File: src/include/led_scan_pkg.sv
// constants for the led matrix scan and pwm control block
// assumes a 100 MHz core clock and a byte-wide internal register port
package led_scan_pkg;
  localparam int unsigned CLK_MHZ = 100;
  // register offsets
  localparam logic [7:0] ADDR_CONFIG = 8'h50;
  localparam logic [7:0] ADDR_GCURRENT = 8'h51;
  localparam logic [7:0] ADDR_PULLSEL = 8'h52;
  localparam logic [7:0] ADDR_FAULT_FIRST = 8'h53;
  localparam logic [7:0] ADDR_FAULT_LAST = 8'h5e;
  localparam logic [7:0] ADDR_THERMAL = 8'h5f;
  localparam logic [7:0] ADDR_SPREAD = 8'h60;
  localparam logic [7:0] ADDR_SOFT_RESET = 8'h8f;
  localparam logic [7:0] ADDR_RATE_UNLOCK = 8'he0;
  localparam logic [7:0] ADDR_RATE_SELECT = 8'he2;
  localparam logic [7:0] SOFT_RESET_KEY = 8'hae;
  // reset values
  localparam logic [7:0] RST_CONFIG = 8'h00;
  localparam logic [7:0] RST_GCURRENT = 8'h00;
  localparam logic [7:0] RST_PULLSEL = 8'h33;
  localparam logic [7:0] RST_ZERO = 8'h00;
  // field positions
  localparam int unsigned CFG_SHUTDOWN_BIT = 0;
  localparam int unsigned CFG_DETECT_LSB = 1;
  localparam int unsigned CFG_ROWSEL_LSB = 4;
  localparam int unsigned SPREAD_EN_BIT = 4;
  localparam int unsigned RATE_CODE_LSB = 5;
  localparam int unsigned FAULT_COLS = 6;
  localparam int unsigned FAULT_REGS = 12;
  localparam int unsigned ROWS = 4;
  localparam logic [1:0] DETECT_OPEN = 2'h1;
  localparam logic [1:0] DETECT_SHORT = 2'h2;
  localparam logic [3:0] ROWSEL_NO_SCAN = 4'h3;
  localparam logic [3:0] ROWSEL_THREE = 4'h1;
  localparam logic [3:0] ROWSEL_TWO = 4'h2;
  // scan timing, in nanoseconds, and derived cycle counts
  localparam int unsigned SCAN_NS = 33000;
  localparam int unsigned BLANK_A_NS = 830;
  localparam int unsigned BLANK_B_NS = 300;
  localparam int unsigned SCAN_CYC = (SCAN_NS * CLK_MHZ) / 1000;
  localparam int unsigned BLANK_A_CYC = (BLANK_A_NS * CLK_MHZ + 999) / 1000;
  localparam int unsigned BLANK_B_CYC = (BLANK_B_NS * CLK_MHZ + 999) / 1000;
  // pwm step counts
  localparam int unsigned PWM_STEPS = 256;
  localparam logic [2:0] RATE_SLOWEST = 3'h6;
  // slot phases, one-hot
  typedef enum logic [2:0] {
    PH_SCAN = 3'b001,
    PH_BLANK_A = 3'b010,
    PH_BLANK_B = 3'b100
  } phase_t;
endpackage

File: src/verilog/led_matrix_scan_pwm_control.sv
// led matrix scan, pwm and control/status registers of the matrix driver
// assumes a byte register port already decoded from the serial front end
`timescale 1ns/1ps
`default_nettype none
module led_matrix_scan_pwm_control #(
  parameter int unsigned DIV_W = 10
) (
  input wire logic i_ref_clk, // core clock, 100 MHz
  input wire logic i_resetn, // async reset, active low
  input wire logic i_wr_en, // register write strobe
  input wire logic i_rd_en, // register read strobe
  input wire logic [7:0] i_addr, // register address
  input wire logic [7:0] i_wdata, // write data
  input wire logic [7:0] i_pwm_value, // pwm value of the lit column group
  input wire logic [led_scan_pkg::FAULT_COLS-1:0] i_sink_fault, // analog fault sense
  input wire logic i_over_temp, // die at or over threshold
  output logic [7:0] o_rdata, // read data, registered
  output logic o_rd_valid, // read data valid pulse
  output logic [led_scan_pkg::ROWS-1:0] o_row_switch_output, // row switches, high on
  output logic o_column_sink_output, // column sinks enable
  output logic [1:0] o_rolloff_threshold, // thermal threshold select
  output logic [1:0] o_current_scale, // active derating code
  output logic o_spread_enable, // clock spreading on
  output logic [1:0] o_spread_range, // spread deviation select
  output logic [1:0] o_spread_cycle, // spread period select
  output logic [2:0] o_pwm_rate_code // active pwm rate
);
  import led_scan_pkg::*;

  // every piece of state except the step timer's in one struct
  typedef struct packed {
    logic [7:0] config_reg;
    logic [7:0] gcurrent;
    logic [7:0] pullsel;
    logic [FAULT_REGS-1:0][FAULT_COLS-1:0] faults;
    logic [3:0] thermal;
    logic [4:0] spread;
    logic unlock;
    logic [2:0] rate;
    logic [1:0] detect_prev;
    logic detect_busy;
    logic [1:0] detect_kind;
    logic [3:0] detect_idx;
    phase_t phase;
    logic [15:0] slot_cnt;
    logic [1:0] row;
    logic [8:0] pwm_cnt;
    logic [7:0] rdata;
    logic rd_valid;
    logic [ROWS-1:0] row_out;
    logic sink_on;
    logic [1:0] scale;
  } state_t;

  state_t st_ff;
  state_t nxt_st;
  logic pwm_step;
  logic slot_start;

  // returns true for an address in the fault flag window
  function automatic logic is_fault_addr(input logic [7:0] a);
    return (a >= ADDR_FAULT_FIRST) && (a <= ADDR_FAULT_LAST);
  endfunction

  // last row in use for the selected row mode
  function automatic logic [1:0] last_row(input logic [3:0] m);
    case (m)
      ROWSEL_THREE: return 2'h2;
      ROWSEL_TWO: return 2'h1;
      default: return 2'h3;
    endcase
  endfunction

  // a slot starts when the scan phase is entered
  assign slot_start = (st_ff.phase == PH_BLANK_B) &&
                      (st_ff.slot_cnt == 16'(BLANK_B_CYC - 1));

  pwm_step_timer #(
    .DIV_W(DIV_W)
  ) u_step (
    .i_ref_clk(i_ref_clk),
    .i_resetn(i_resetn),
    .i_restart(slot_start),
    .i_rate_code(st_ff.rate),
    .o_step(pwm_step)
  );

  // next-state logic: registers, detection, scan sequencing, outputs
  always_comb begin
    logic [3:0] mode;
    logic shutdown;
    logic [3:0] fidx;
    mode = st_ff.config_reg[CFG_ROWSEL_LSB +: 4];
    shutdown = ~st_ff.config_reg[CFG_SHUTDOWN_BIT];
    fidx = 4'(i_addr - ADDR_FAULT_FIRST);
    nxt_st = st_ff;
    nxt_st.rd_valid = 1'b0;

    // register writes
    if (i_wr_en) begin
      case (i_addr)
        ADDR_CONFIG: nxt_st.config_reg = i_wdata;
        ADDR_GCURRENT: nxt_st.gcurrent = i_wdata;
        ADDR_PULLSEL: nxt_st.pullsel = i_wdata;
        ADDR_THERMAL: nxt_st.thermal = i_wdata[3:0];
        ADDR_SPREAD: nxt_st.spread = i_wdata[4:0];
        ADDR_RATE_UNLOCK: nxt_st.unlock = i_wdata[0];
        ADDR_RATE_SELECT: begin
          // locked writes leave the rate alone
          if (st_ff.unlock) begin
            nxt_st.rate = i_wdata[RATE_CODE_LSB +: 3];
          end
        end
        default: begin
          // fault window and unmapped addresses store nothing
        end
      endcase
    end

    // read path, reserved bits as zero
    if (i_rd_en) begin
      nxt_st.rd_valid = 1'b1;
      if (is_fault_addr(i_addr)) begin
        nxt_st.rdata = {2'b00, st_ff.faults[fidx]};
      end else begin
        case (i_addr)
          ADDR_CONFIG: nxt_st.rdata = st_ff.config_reg;
          ADDR_GCURRENT: nxt_st.rdata = st_ff.gcurrent;
          ADDR_PULLSEL: nxt_st.rdata = st_ff.pullsel;
          ADDR_THERMAL: nxt_st.rdata = {4'h0, st_ff.thermal};
          ADDR_SPREAD: nxt_st.rdata = {3'h0, st_ff.spread};
          default: nxt_st.rdata = 8'h00;
        endcase
      end
    end

    // detection trigger on a fresh 01, 10 or 11 code (11 runs as open), once per arming
    // previous field value, so a fresh code is seen one cycle after the write
    nxt_st.detect_prev = st_ff.config_reg[CFG_DETECT_LSB +: 2];
    if (!st_ff.detect_busy && (st_ff.detect_prev == 2'h0)) begin
      if (st_ff.config_reg[CFG_DETECT_LSB +: 2] == DETECT_OPEN ||
          st_ff.config_reg[CFG_DETECT_LSB +: 2] == 2'h3) begin
        nxt_st.detect_busy = 1'b1;
        nxt_st.detect_kind = DETECT_OPEN;
        nxt_st.detect_idx = 4'h0;
      end else if (st_ff.config_reg[CFG_DETECT_LSB +: 2] == DETECT_SHORT) begin
        nxt_st.detect_busy = 1'b1;
        nxt_st.detect_kind = DETECT_SHORT;
        nxt_st.detect_idx = 4'h0;
      end
    end
    // one flag register captured per scan phase end
    if (st_ff.detect_busy && st_ff.phase == PH_SCAN &&
        st_ff.slot_cnt == 16'(SCAN_CYC - 1)) begin
      nxt_st.faults[st_ff.detect_idx] = i_sink_fault;
      if (st_ff.detect_idx == 4'(FAULT_REGS - 1)) begin
        nxt_st.detect_busy = 1'b0;
      end else begin
        nxt_st.detect_idx = 4'(st_ff.detect_idx + 4'h1);
      end
    end

    // slot sequencer: scan, blank a, blank b
    nxt_st.slot_cnt = 16'(st_ff.slot_cnt + 16'h1);
    case (st_ff.phase)
      PH_SCAN: begin
        if (st_ff.slot_cnt == 16'(SCAN_CYC - 1)) begin
          nxt_st.phase = PH_BLANK_A;
          nxt_st.slot_cnt = 16'h0;
        end
      end
      PH_BLANK_A: begin
        if (st_ff.slot_cnt == 16'(BLANK_A_CYC - 1)) begin
          nxt_st.phase = PH_BLANK_B;
          nxt_st.slot_cnt = 16'h0;
        end
      end
      PH_BLANK_B: begin
        if (slot_start) begin
          nxt_st.phase = PH_SCAN;
          nxt_st.slot_cnt = 16'h0;
          nxt_st.pwm_cnt = 9'h0;
          // serial order, wrapping after the last used row
          nxt_st.row = (st_ff.row >= last_row(mode)) ? 2'h0 :
                       2'(st_ff.row + 2'h1);
        end
      end
      default: begin
        nxt_st.phase = PH_SCAN;
        nxt_st.slot_cnt = 16'h0;
      end
    endcase

    // pwm step counter within a slot, saturating at 256
    if (pwm_step && st_ff.phase == PH_SCAN && st_ff.pwm_cnt < 9'(PWM_STEPS)) begin
      nxt_st.pwm_cnt = 9'(st_ff.pwm_cnt + 9'h1);
    end

    // outputs
    nxt_st.row_out = '0;
    if (!shutdown && mode != ROWSEL_NO_SCAN && st_ff.phase == PH_SCAN) begin
      nxt_st.row_out[st_ff.row] = 1'b1;
    end
    // sink on while the step count is below the pwm value
    nxt_st.sink_on = !shutdown &&
                     (mode == ROWSEL_NO_SCAN || st_ff.phase == PH_SCAN) &&
                     (st_ff.pwm_cnt < {1'b0, i_pwm_value});
    // derating applies only once the die is hot
    nxt_st.scale = i_over_temp ? st_ff.thermal[1:0] : 2'h0;

    // soft reset key overrides everything
    if (i_wr_en && i_addr == ADDR_SOFT_RESET && i_wdata == SOFT_RESET_KEY) begin
      nxt_st = '0;
      nxt_st.pullsel = RST_PULLSEL;
      nxt_st.phase = PH_SCAN;
    end
  end

  // state register; reset gives a blank display
  always_ff @(posedge i_ref_clk or negedge i_resetn) begin
    if (!i_resetn) begin
      st_ff <= '0;
      st_ff.pullsel <= RST_PULLSEL;
      st_ff.phase <= PH_SCAN;
    end else begin
      st_ff <= nxt_st;
    end
  end

  assign o_rdata = st_ff.rdata;
  assign o_rd_valid = st_ff.rd_valid;
  assign o_row_switch_output = st_ff.row_out;
  assign o_column_sink_output = st_ff.sink_on;
  assign o_rolloff_threshold = st_ff.thermal[3:2];
  assign o_current_scale = st_ff.scale;
  assign o_spread_enable = st_ff.spread[SPREAD_EN_BIT];
  assign o_spread_range = st_ff.spread[3:2];
  assign o_spread_cycle = st_ff.spread[1:0];
  assign o_pwm_rate_code = st_ff.rate;

  // assertions
  locked_rate_a: assert property (@(posedge i_ref_clk) disable iff (!i_resetn)
    (i_wr_en && i_addr == ADDR_RATE_SELECT && !st_ff.unlock)
    |=> $stable(o_pwm_rate_code)) else $error("rate changed while locked");
  soft_reset_a: assert property (@(posedge i_ref_clk) disable iff (!i_resetn)
    (i_wr_en && i_addr == ADDR_SOFT_RESET && i_wdata == SOFT_RESET_KEY)
    |=> (o_spread_enable == 1'b0 && o_pwm_rate_code == 3'h0)) else $error("soft reset");
  shutdown_dark_a: assert property (@(posedge i_ref_clk) disable iff (!i_resetn)
    (!st_ff.config_reg[CFG_SHUTDOWN_BIT] && !nxt_st.config_reg[CFG_SHUTDOWN_BIT])
    |=> (!o_column_sink_output && o_row_switch_output == '0)) else $error("lit in shutdown");
  one_row_a: assert property (@(posedge i_ref_clk) disable iff (!i_resetn)
    $onehot0(o_row_switch_output)) else $error("rows overlap");
  blank_rows_a: assert property (@(posedge i_ref_clk) disable iff (!i_resetn)
    (st_ff.phase != PH_SCAN) |=> (o_row_switch_output == '0)) else $error("row in blank");
  fault_ro_a: assert property (@(posedge i_ref_clk) disable iff (!i_resetn)
    (!st_ff.detect_busy && !nxt_st.detect_busy && !(i_wr_en && i_addr == ADDR_SOFT_RESET))
    |=> $stable(st_ff.faults)) else $error("flags changed idle");
  fault_read_a: assert property (@(posedge i_ref_clk) disable iff (!i_resetn)
    (i_rd_en && is_fault_addr(i_addr)) |=> (o_rd_valid && o_rdata[7:6] == 2'b00))
    else $error("fault read upper bits");
  no_scan_a: assert property (@(posedge i_ref_clk) disable iff (!i_resetn)
    (st_ff.config_reg[CFG_ROWSEL_LSB +: 4] == ROWSEL_NO_SCAN)
    |=> (o_row_switch_output == '0)) else $error("scan in sink mode");
  derate_a: assert property (@(posedge i_ref_clk) disable iff (!i_resetn)
    !i_over_temp |=> (o_current_scale == 2'h0)) else $error("derate while cool");
  // main scenarios
  cov_detect_c: cover property (@(posedge i_ref_clk) disable iff (!i_resetn)
    st_ff.detect_busy ##1 !st_ff.detect_busy);
  cov_unlock_c: cover property (@(posedge i_ref_clk) disable iff (!i_resetn)
    (i_wr_en && i_addr == ADDR_RATE_SELECT && st_ff.unlock));
  cov_row3_c: cover property (@(posedge i_ref_clk) disable iff (!i_resetn)
    o_row_switch_output[3]);
  cov_reset_c: cover property (@(posedge i_ref_clk) disable iff (!i_resetn)
    (i_wr_en && i_addr == ADDR_SOFT_RESET && i_wdata == SOFT_RESET_KEY));
endmodule
`default_nettype wire

File: src/verilog/pwm_step_timer.sv
// pwm step timer: emits one step pulse per rate-dependent prescale period
// assumes the scan slot length is long enough for 256 steps at rate code 0
`timescale 1ns/1ps
`default_nettype none
module pwm_step_timer #(
  parameter int unsigned DIV_W = 10
) (
  input wire logic i_ref_clk, // core clock
  input wire logic i_resetn, // async reset, active low
  input wire logic i_restart, // restart at slot start
  input wire logic [2:0] i_rate_code, // selected pwm rate
  output logic o_step // one-cycle step pulse
);
  import led_scan_pkg::*;
  // base prescale spreads 256 steps over one scan phase at rate code 0
  // slower codes run past the scan phase, so long on-times clip at its end except in no-scan mode, where the sink stays on through the blanks
  localparam int unsigned BASE_CYC = SCAN_CYC / PWM_STEPS;
  typedef struct packed {
    logic [DIV_W-1:0] cnt;
    logic step;
  } tmr_t;
  tmr_t st_ff;
  tmr_t nxt_st;
  logic [2:0] eff_code;
  logic [DIV_W-1:0] limit;
  // code 111 behaves as the slowest rate
  assign eff_code = (i_rate_code > RATE_SLOWEST) ? RATE_SLOWEST : i_rate_code;
  // each code halves the rate, so the prescale doubles
  assign limit = DIV_W'((DIV_W'(BASE_CYC) << eff_code) - DIV_W'(1));
  // next-state logic
  always_comb begin
    nxt_st = st_ff;
    nxt_st.step = 1'b0;
    if (i_restart) begin
      nxt_st.cnt = '0;
    end else if (st_ff.cnt >= limit) begin
      nxt_st.cnt = '0;
      nxt_st.step = 1'b1;
    end else begin
      nxt_st.cnt = DIV_W'(st_ff.cnt + DIV_W'(1));
    end
  end
  // state register
  always_ff @(posedge i_ref_clk or negedge i_resetn) begin
    if (!i_resetn) begin
      st_ff <= '0;
    end else begin
      st_ff <= nxt_st;
    end
  end
  assign o_step = st_ff.step;
endmodule
`default_nettype wire
File: config.mk
export PLATFORM = sky130hd
export DESIGN_NAME = led_matrix_scan_pwm_control
export DESIGN_NICKNAME = d
export VERILOG_FILES = /design/src/include/led_scan_pkg.sv /design/src/verilog/led_matrix_scan_pwm_control.sv /design/src/verilog/pwm_step_timer.sv
export SDC_FILE = /design/constraint.sdc
export NUM_CORES = 1
export LEC_CHECK = 0
export BUFFER_PORTS_ARGS = -buffer_cell sky130_fd_sc_hd__buf_4
export CAP_MARGIN = 5
export CORE_MARGIN = 3
export CORE_UTILIZATION = 30
export DETAILED_ROUTE_END_ITERATION = 8
export GPL_TIMING_DRIVEN = 0
export PLACE_DENSITY = 0.45
export SETUP_SLACK_MARGIN = 0.05
export SLEW_MARGIN = 20
export SYNTH_ARGS = -nofsm -noshare
export SYNTH_HDL_FRONTEND = slang
export SYNTH_SLANG_ARGS = --single-unit
File: constraint.sdc
create_clock -name i_ref_clk -period 6.24 [get_ports i_ref_clk]
set_input_delay 0 -clock i_ref_clk [delete_from_list [all_inputs] [get_ports i_ref_clk]]
set_output_delay 0 -clock i_ref_clk [all_outputs]
set_load 0.1 [all_outputs]
==> qor_table.md <==
| Step | Parameter | Value |
|:---|:---|:---|
| outcome | Outcome | finished, final reports clean |
| pwr | Sequential power share | 45.5% |
| pwr | Power share of the clock group | 39.2% |
| hold path | Startpoint of the worst hold path | i_pwm_value[3] |
| detailed routing | Avg Vias per Cell | 4.98 |
| timing | Slew headroom | 30.7% |
| floorplanning | Number of rows created at floorplan | 63 |
| placement | Last weighted congestion value of the routability-driven placer | 0.774 |
| floorplanning | Die Y | 181 microns |
| yosys | Net count after synthesis | 932 |
| hold path | Min-Delay Path Depth | 5 |
| timing | Highest clock rate | 0.316 GHz |
| clock tree | Setup fix buffers added after clock tree synthesis | 0 |
| clock tree | Number of buffers created by CTS | 17 |
| yosys | Mapped cell area | 9150 sq um |
| timing | Number of pins exceeding their max-slew limit in the final report | 0 |
| clock tree | TritonCTS clock tree | built |
| pwr | Switching Fraction | 30.4% |
| detailed routing | Routed WL | 24600 microns |
| floorplanning | # IOs | 61 |
| timing | Final worst hold slack | 0.0274 ns |
| detailed routing | Remaining number of nets flagged by the antenna check after routing | 0 |
| setup path | Reg-to-reg endpoint | u_step.st_ff[4]$_DFF_PN0_ |
| clock tree | Clock tree root driver cell | sky130_fd_sc_hd__clkbuf_16 |
| global route | Grt met3 use | 2.40% |
| finish | Fill cells | 2999 |
| detailed routing | Detailed Routing Iterations Pass 1 | 6 |
| detailed routing | Vias after detailed routing | 6790 |
| global route | Initial antenna violation count | 0 |
| detailed routing | Post-route DRC violation count | 0 |
| global route | Maximum number of pins on one net before global-route repair | 90 |
| global route | Vias in the first global route | 6897 |
| detailed routing | Wirelength per Cell | 18.0 microns |
| floorplanning | Core footprint | 29900 sq um |
| timing | Sum Neg Setup Slack | 0 ns |
| yosys | Synthesized-area fraction occupied by and/or/nand/nor cells | 16.7% |
| global route | Global-route met2 utilization | 24.0% |
| finish | Antenna Cells | 0 |
| yosys | Part of the Yosys area used for sequential elements | 47.4% |
| clock tree | Level count of the clock H-tree | 4 |
| timing | Final worst path period need | 3.16 ns |
| global route | Grt met1 use | 22.9% |
| hold path | Hold Crit Endpoint | o_column_sink_output$_DFF_PN0_ |
| setup path | Worst path required time | 6.61 ns |
| yosys | Post-synthesis share of cell area spent on full adders, half adders and majority gates | 4.79% |
| clock tree | Clock insertion delay at the later pin of the skew report | 0.44 ns |
| finish | Area growth syn-to-layout | 19.6% |
| placement | Cell Area, Placed | 10200 sq um |
| clock tree | Maximum buffer depth of the clock tree | 2 |
| hold path | Path type of the worst min-delay path | input port to flip-flop |
| global route | Overflow left after global routing | 0 |
| setup path | Start of the worst register-to-register path | o_pwm_rate_code[2]$_DFFE_PN0P_ |
| global route | Overall fraction of global-route tracks in use | 15.5% |
| finish | Layout cells sized above 1 | 18.1% |
| yosys | Flip-flop and latch count after synthesis | 173 |
| setup path | Arrival time reported for the critical path endpoint | 3.53 ns |
| finish | Final Util | 36.6% |
| yosys | Mux cell area share after synthesis | 14.9% |
| yosys | Synth Warn # | 0 |
| yosys | Number of cells produced by synthesis | 862 |
| global route | Peak-usage layer in the global routing report | met2 |
| clock tree | TritonCTS sink count | 173 |
| placement | Number of cells in the design after placement | 1313 |
| pwr | Net switching power | 851 uW |
| yosys | Dominant synthesized flop cell | sky130_fd_sc_hd__dfrtp_1 |
| yosys | Post-synth cell types | 57 |
| setup path | Register-to-Register Path Depth | 11 |
| pwr | Combinational group share of total power | 15.3% |
| timing | Transition time of the tightest slew-check pin | 1.03 ns |
| timing | Unrepaired setup endpoints after global routing | false |
| yosys | Xor and xnor fraction of the mapped netlist area | 2.59% |
| setup path | Class of the most critical setup path | flip-flop to flip-flop |
| yosys | Largest family of logic cells by synthesized area | simple AND/OR/NAND/NOR gates |
| pwr | Pwr per Cell Area | 256 nW/um^2 |
| setup path | Top fanout value on the critical path | 10 |
| timing | Final Skew | 0.0123 ns |
| yosys | Share of async-settable or async-resettable flops after synthesis | 100% |
| pwr | Total leakage power | 5.35 nW |
| floorplanning | Effective utilization at floorplan | 30.6% |
| global route | Global-route wire length before repair | 40200 microns |
| detailed routing | Drt first-iter violations | 440 |
| finish | Final non-filler cell total | 1364 |
| setup path | Endpoint class of the critical path | flip-flop |
| setup path | Element type at the critical path start | flip-flop |
| yosys | Compound-cell area share of the yosys netlist | 9.03% |
| yosys | Syn avg cell area | 10.6 sq um |
| finish | Total number of nets in the final design | 1031 |
| pwr | Internal power | 1.95 mW |
| finish | Final standard cell area without fillers | 10900 sq um |
| setup path | Minimum setup slack among reg-to-reg paths | 3.08 ns |
| placement | Port bufs | 59 |
| floorplanning | Die Span X | 181 microns |
| timing | Final clock period utilization by the worst path | 50.7% |
| timing | Hold Fails Final Rpt | 0 |
| pwr | Worst-case vdd ir drop | 0.152 mV |
| clock tree | Clock edge transition at the registers on the reported setup and hold paths | 0.08 ns |
| flow run | Max-cap check violation count | 0 |
| placement | Post-detail-place hpwl | 17300 microns |
| floorplanning | Floorplan die area | 32600 sq um |
| timing | Number of endpoints failing setup at the final stage | 0 |
| yosys | Count of flip-flops with a built-in enable after synthesis | 0 |
critical path: stages, from the launching register on:
cell and delay, ns:
sky130_fd_sc_hd__dfrtp_1 0.40, sky130_fd_sc_hd__clkbuf_1 0.33, sky130_fd_sc_hd__a21oi_1 0.13, sky130_fd_sc_hd__ha_1 0.34, sky130_fd_sc_hd__xor2_1 0.21, sky130_fd_sc_hd__nand2_1 0.09, sky130_fd_sc_hd__ha_1 0.30, sky130_fd_sc_hd__and4_1 0.17
sky130_fd_sc_hd__and2_0 0.15, sky130_fd_sc_hd__a311oi_1 0.46, sky130_fd_sc_hd__nand2_1 0.34, sky130_fd_sc_hd__nor2_1 0.18
synth_stat cells, types with 7 or more instances:
| library cell | n | area (sq um) |
|---|---|---|
| sky130_fd_sc_hd__nand2_1 | 36 | 135 |
| sky130_fd_sc_hd__a22oi_1 | 7 | 52.6 |
| sky130_fd_sc_hd__a22o_1 | 14 | 123 |
| sky130_fd_sc_hd__o21ai_0 | 19 | 95.1 |
| sky130_fd_sc_hd__a21oi_1 | 17 | 85.1 |
| sky130_fd_sc_hd__nand4_1 | 18 | 113 |
| sky130_fd_sc_hd__nand3_1 | 27 | 135 |
| sky130_fd_sc_hd__xnor2_1 | 11 | 96.3 |
| sky130_fd_sc_hd__xor2_1 | 16 | 140 |
| sky130_fd_sc_hd__ha_1 | 35 | 438 |
| sky130_fd_sc_hd__and2_1 | 7 | 43.8 |
| sky130_fd_sc_hd__buf_4 | 23 | 173 |
| sky130_fd_sc_hd__inv_1 | 25 | 93.8 |
| sky130_fd_sc_hd__a32o_1 | 8 | 80.1 |
| sky130_fd_sc_hd__mux2i_1 | 79 | 791 |
| sky130_fd_sc_hd__nor2_1 | 149 | 559 |
| sky130_fd_sc_hd__mux2_2 | 15 | 169 |
| sky130_fd_sc_hd__o21ai_1 | 7 | 35.0 |
| sky130_fd_sc_hd__clkbuf_1 | 26 | 97.6 |
| sky130_fd_sc_hd__nor3_1 | 14 | 70.1 |
| sky130_fd_sc_hd__dfrtp_1 | 168 | 4200 |
| sky130_fd_sc_hd__and3_1 | 14 | 87.6 |
| sky130_fd_sc_hd__buf_1 | 7 | 26.3 |
| sky130_fd_sc_hd__mux4_2 | 18 | 405 |
| sky130_fd_sc_hd__nor4_1 | 7 | 43.8 |
metal layers:
metal	vias up	part of all wire [%]
met5	-	0
li1	3269	-
met1	3395	50
met2	115	46
met3	11	3.1
met4	0	0.70
cell families after synthesis:
| kind of cell | Yosys count |
|---|---|
| compound gates | 113 |
| xor+xnor | 27 |
| fa+ha+maj | 35 |
| buf+inv | 87 |
| flops | 173 |
| mux | 112 |
| simple gates | 315 |
registers in the layout, summed over array words and instances (netlist names):
register	flops
o_rd_valid	1
o_pwm_rate_code	3
u_step.o_step	1
o_spread_cycle	2
st_ff	136
o_spread_enable	1
o_rdata	8
o_row_switch_output	4
u_step.st_ff	10
o_spread_range	2
o_rolloff_threshold	2
o_column_sink_output	1
o_current_scale	2
placed cells by master (no fill, tap or decap), drive strengths merged, types with 11 or more instances in the layout:
cell type / count
xnor2: 11
nor2: 149
nand4: 18
mux2i: 79
nand3: 27
and3: 14
mux4: 18
a21oi: 17
mux2: 15
inv: 34
dfrtp: 168
dlygate4sd3: 17
a22o: 14
ha: 35
buf: 99
o21ai: 26
clkbuf: 43
xor2: 16
nor3: 14
nand2: 36
power groups by stage:
stage / clock [mW] / combinational, mW / sequential [mW]
finish: 1.10 / 0.428 / 1.27
global route: 1.17 / 0.480 / 1.28
CTS: 1.12 / 0.433 / 1.27
detailed placement: 0 / 0.422 / 1.29
global placement: 0 / 0.414 / 1.29
floorplan: 0 / 0.287 / 1.28
how the worst max path moves through the flow:
stage               slack (ns)  cells past startpoint                             to                      startpoint
floorplan                 3.65                     11     u_step.st_ff[10]$_DFF_PN0_  o_pwm_rate_code[2]$_DFFE_PN0P_
global placement          2.52                      8  o_spread_cycle[0]$_DFFE_PN0P_                       i_addr[0]
detailed placement        2.66                     10         o_rdata[0]$_DFFE_PN0P_                       i_addr[0]
CTS                       2.90                      7         st_ff[115]$_DFFE_PN0P_                      i_wdata[4]
global route              2.75                     11     u_step.st_ff[10]$_DFF_PN0_  o_pwm_rate_code[2]$_DFFE_PN0P_
finish                    3.08                     11      u_step.st_ff[4]$_DFF_PN0_  o_pwm_rate_code[2]$_DFFE_PN0P_
per-stage QoR:
| step | power [mW] | setup WS [ns] |
|---|---|---|
| CTS | 2.83 | 2.90 |
| global route | 2.93 | 2.75 |
| global placement | 1.71 | 2.52 |
| finish | 2.80 | 3.08 |
| detailed placement | 1.72 | 2.66 |
| floorplan | 1.56 | 3.65 |
cell type report:
type                    instances  area, sq um  area share (%)
clock buffers                  17          425            3.89
repair buffers                 80          696            6.36
flip-flops and latches        173         4340            39.6
well taps                     390          488            4.46
multi-input cells             602         4410            40.3
inverters                      25         93.8           0.858
plain buffers                  62          327            2.98
clock inverters                15          166            1.52
what timing repair did:
action | 4_1_cts | 5_1_grt
hold buffers | 18 | 0
gates resized for setup | 0 | 0
endpoints found under the hold margin | 161 | 0
No activity file was read; power rests on OpenSTA's default activity.
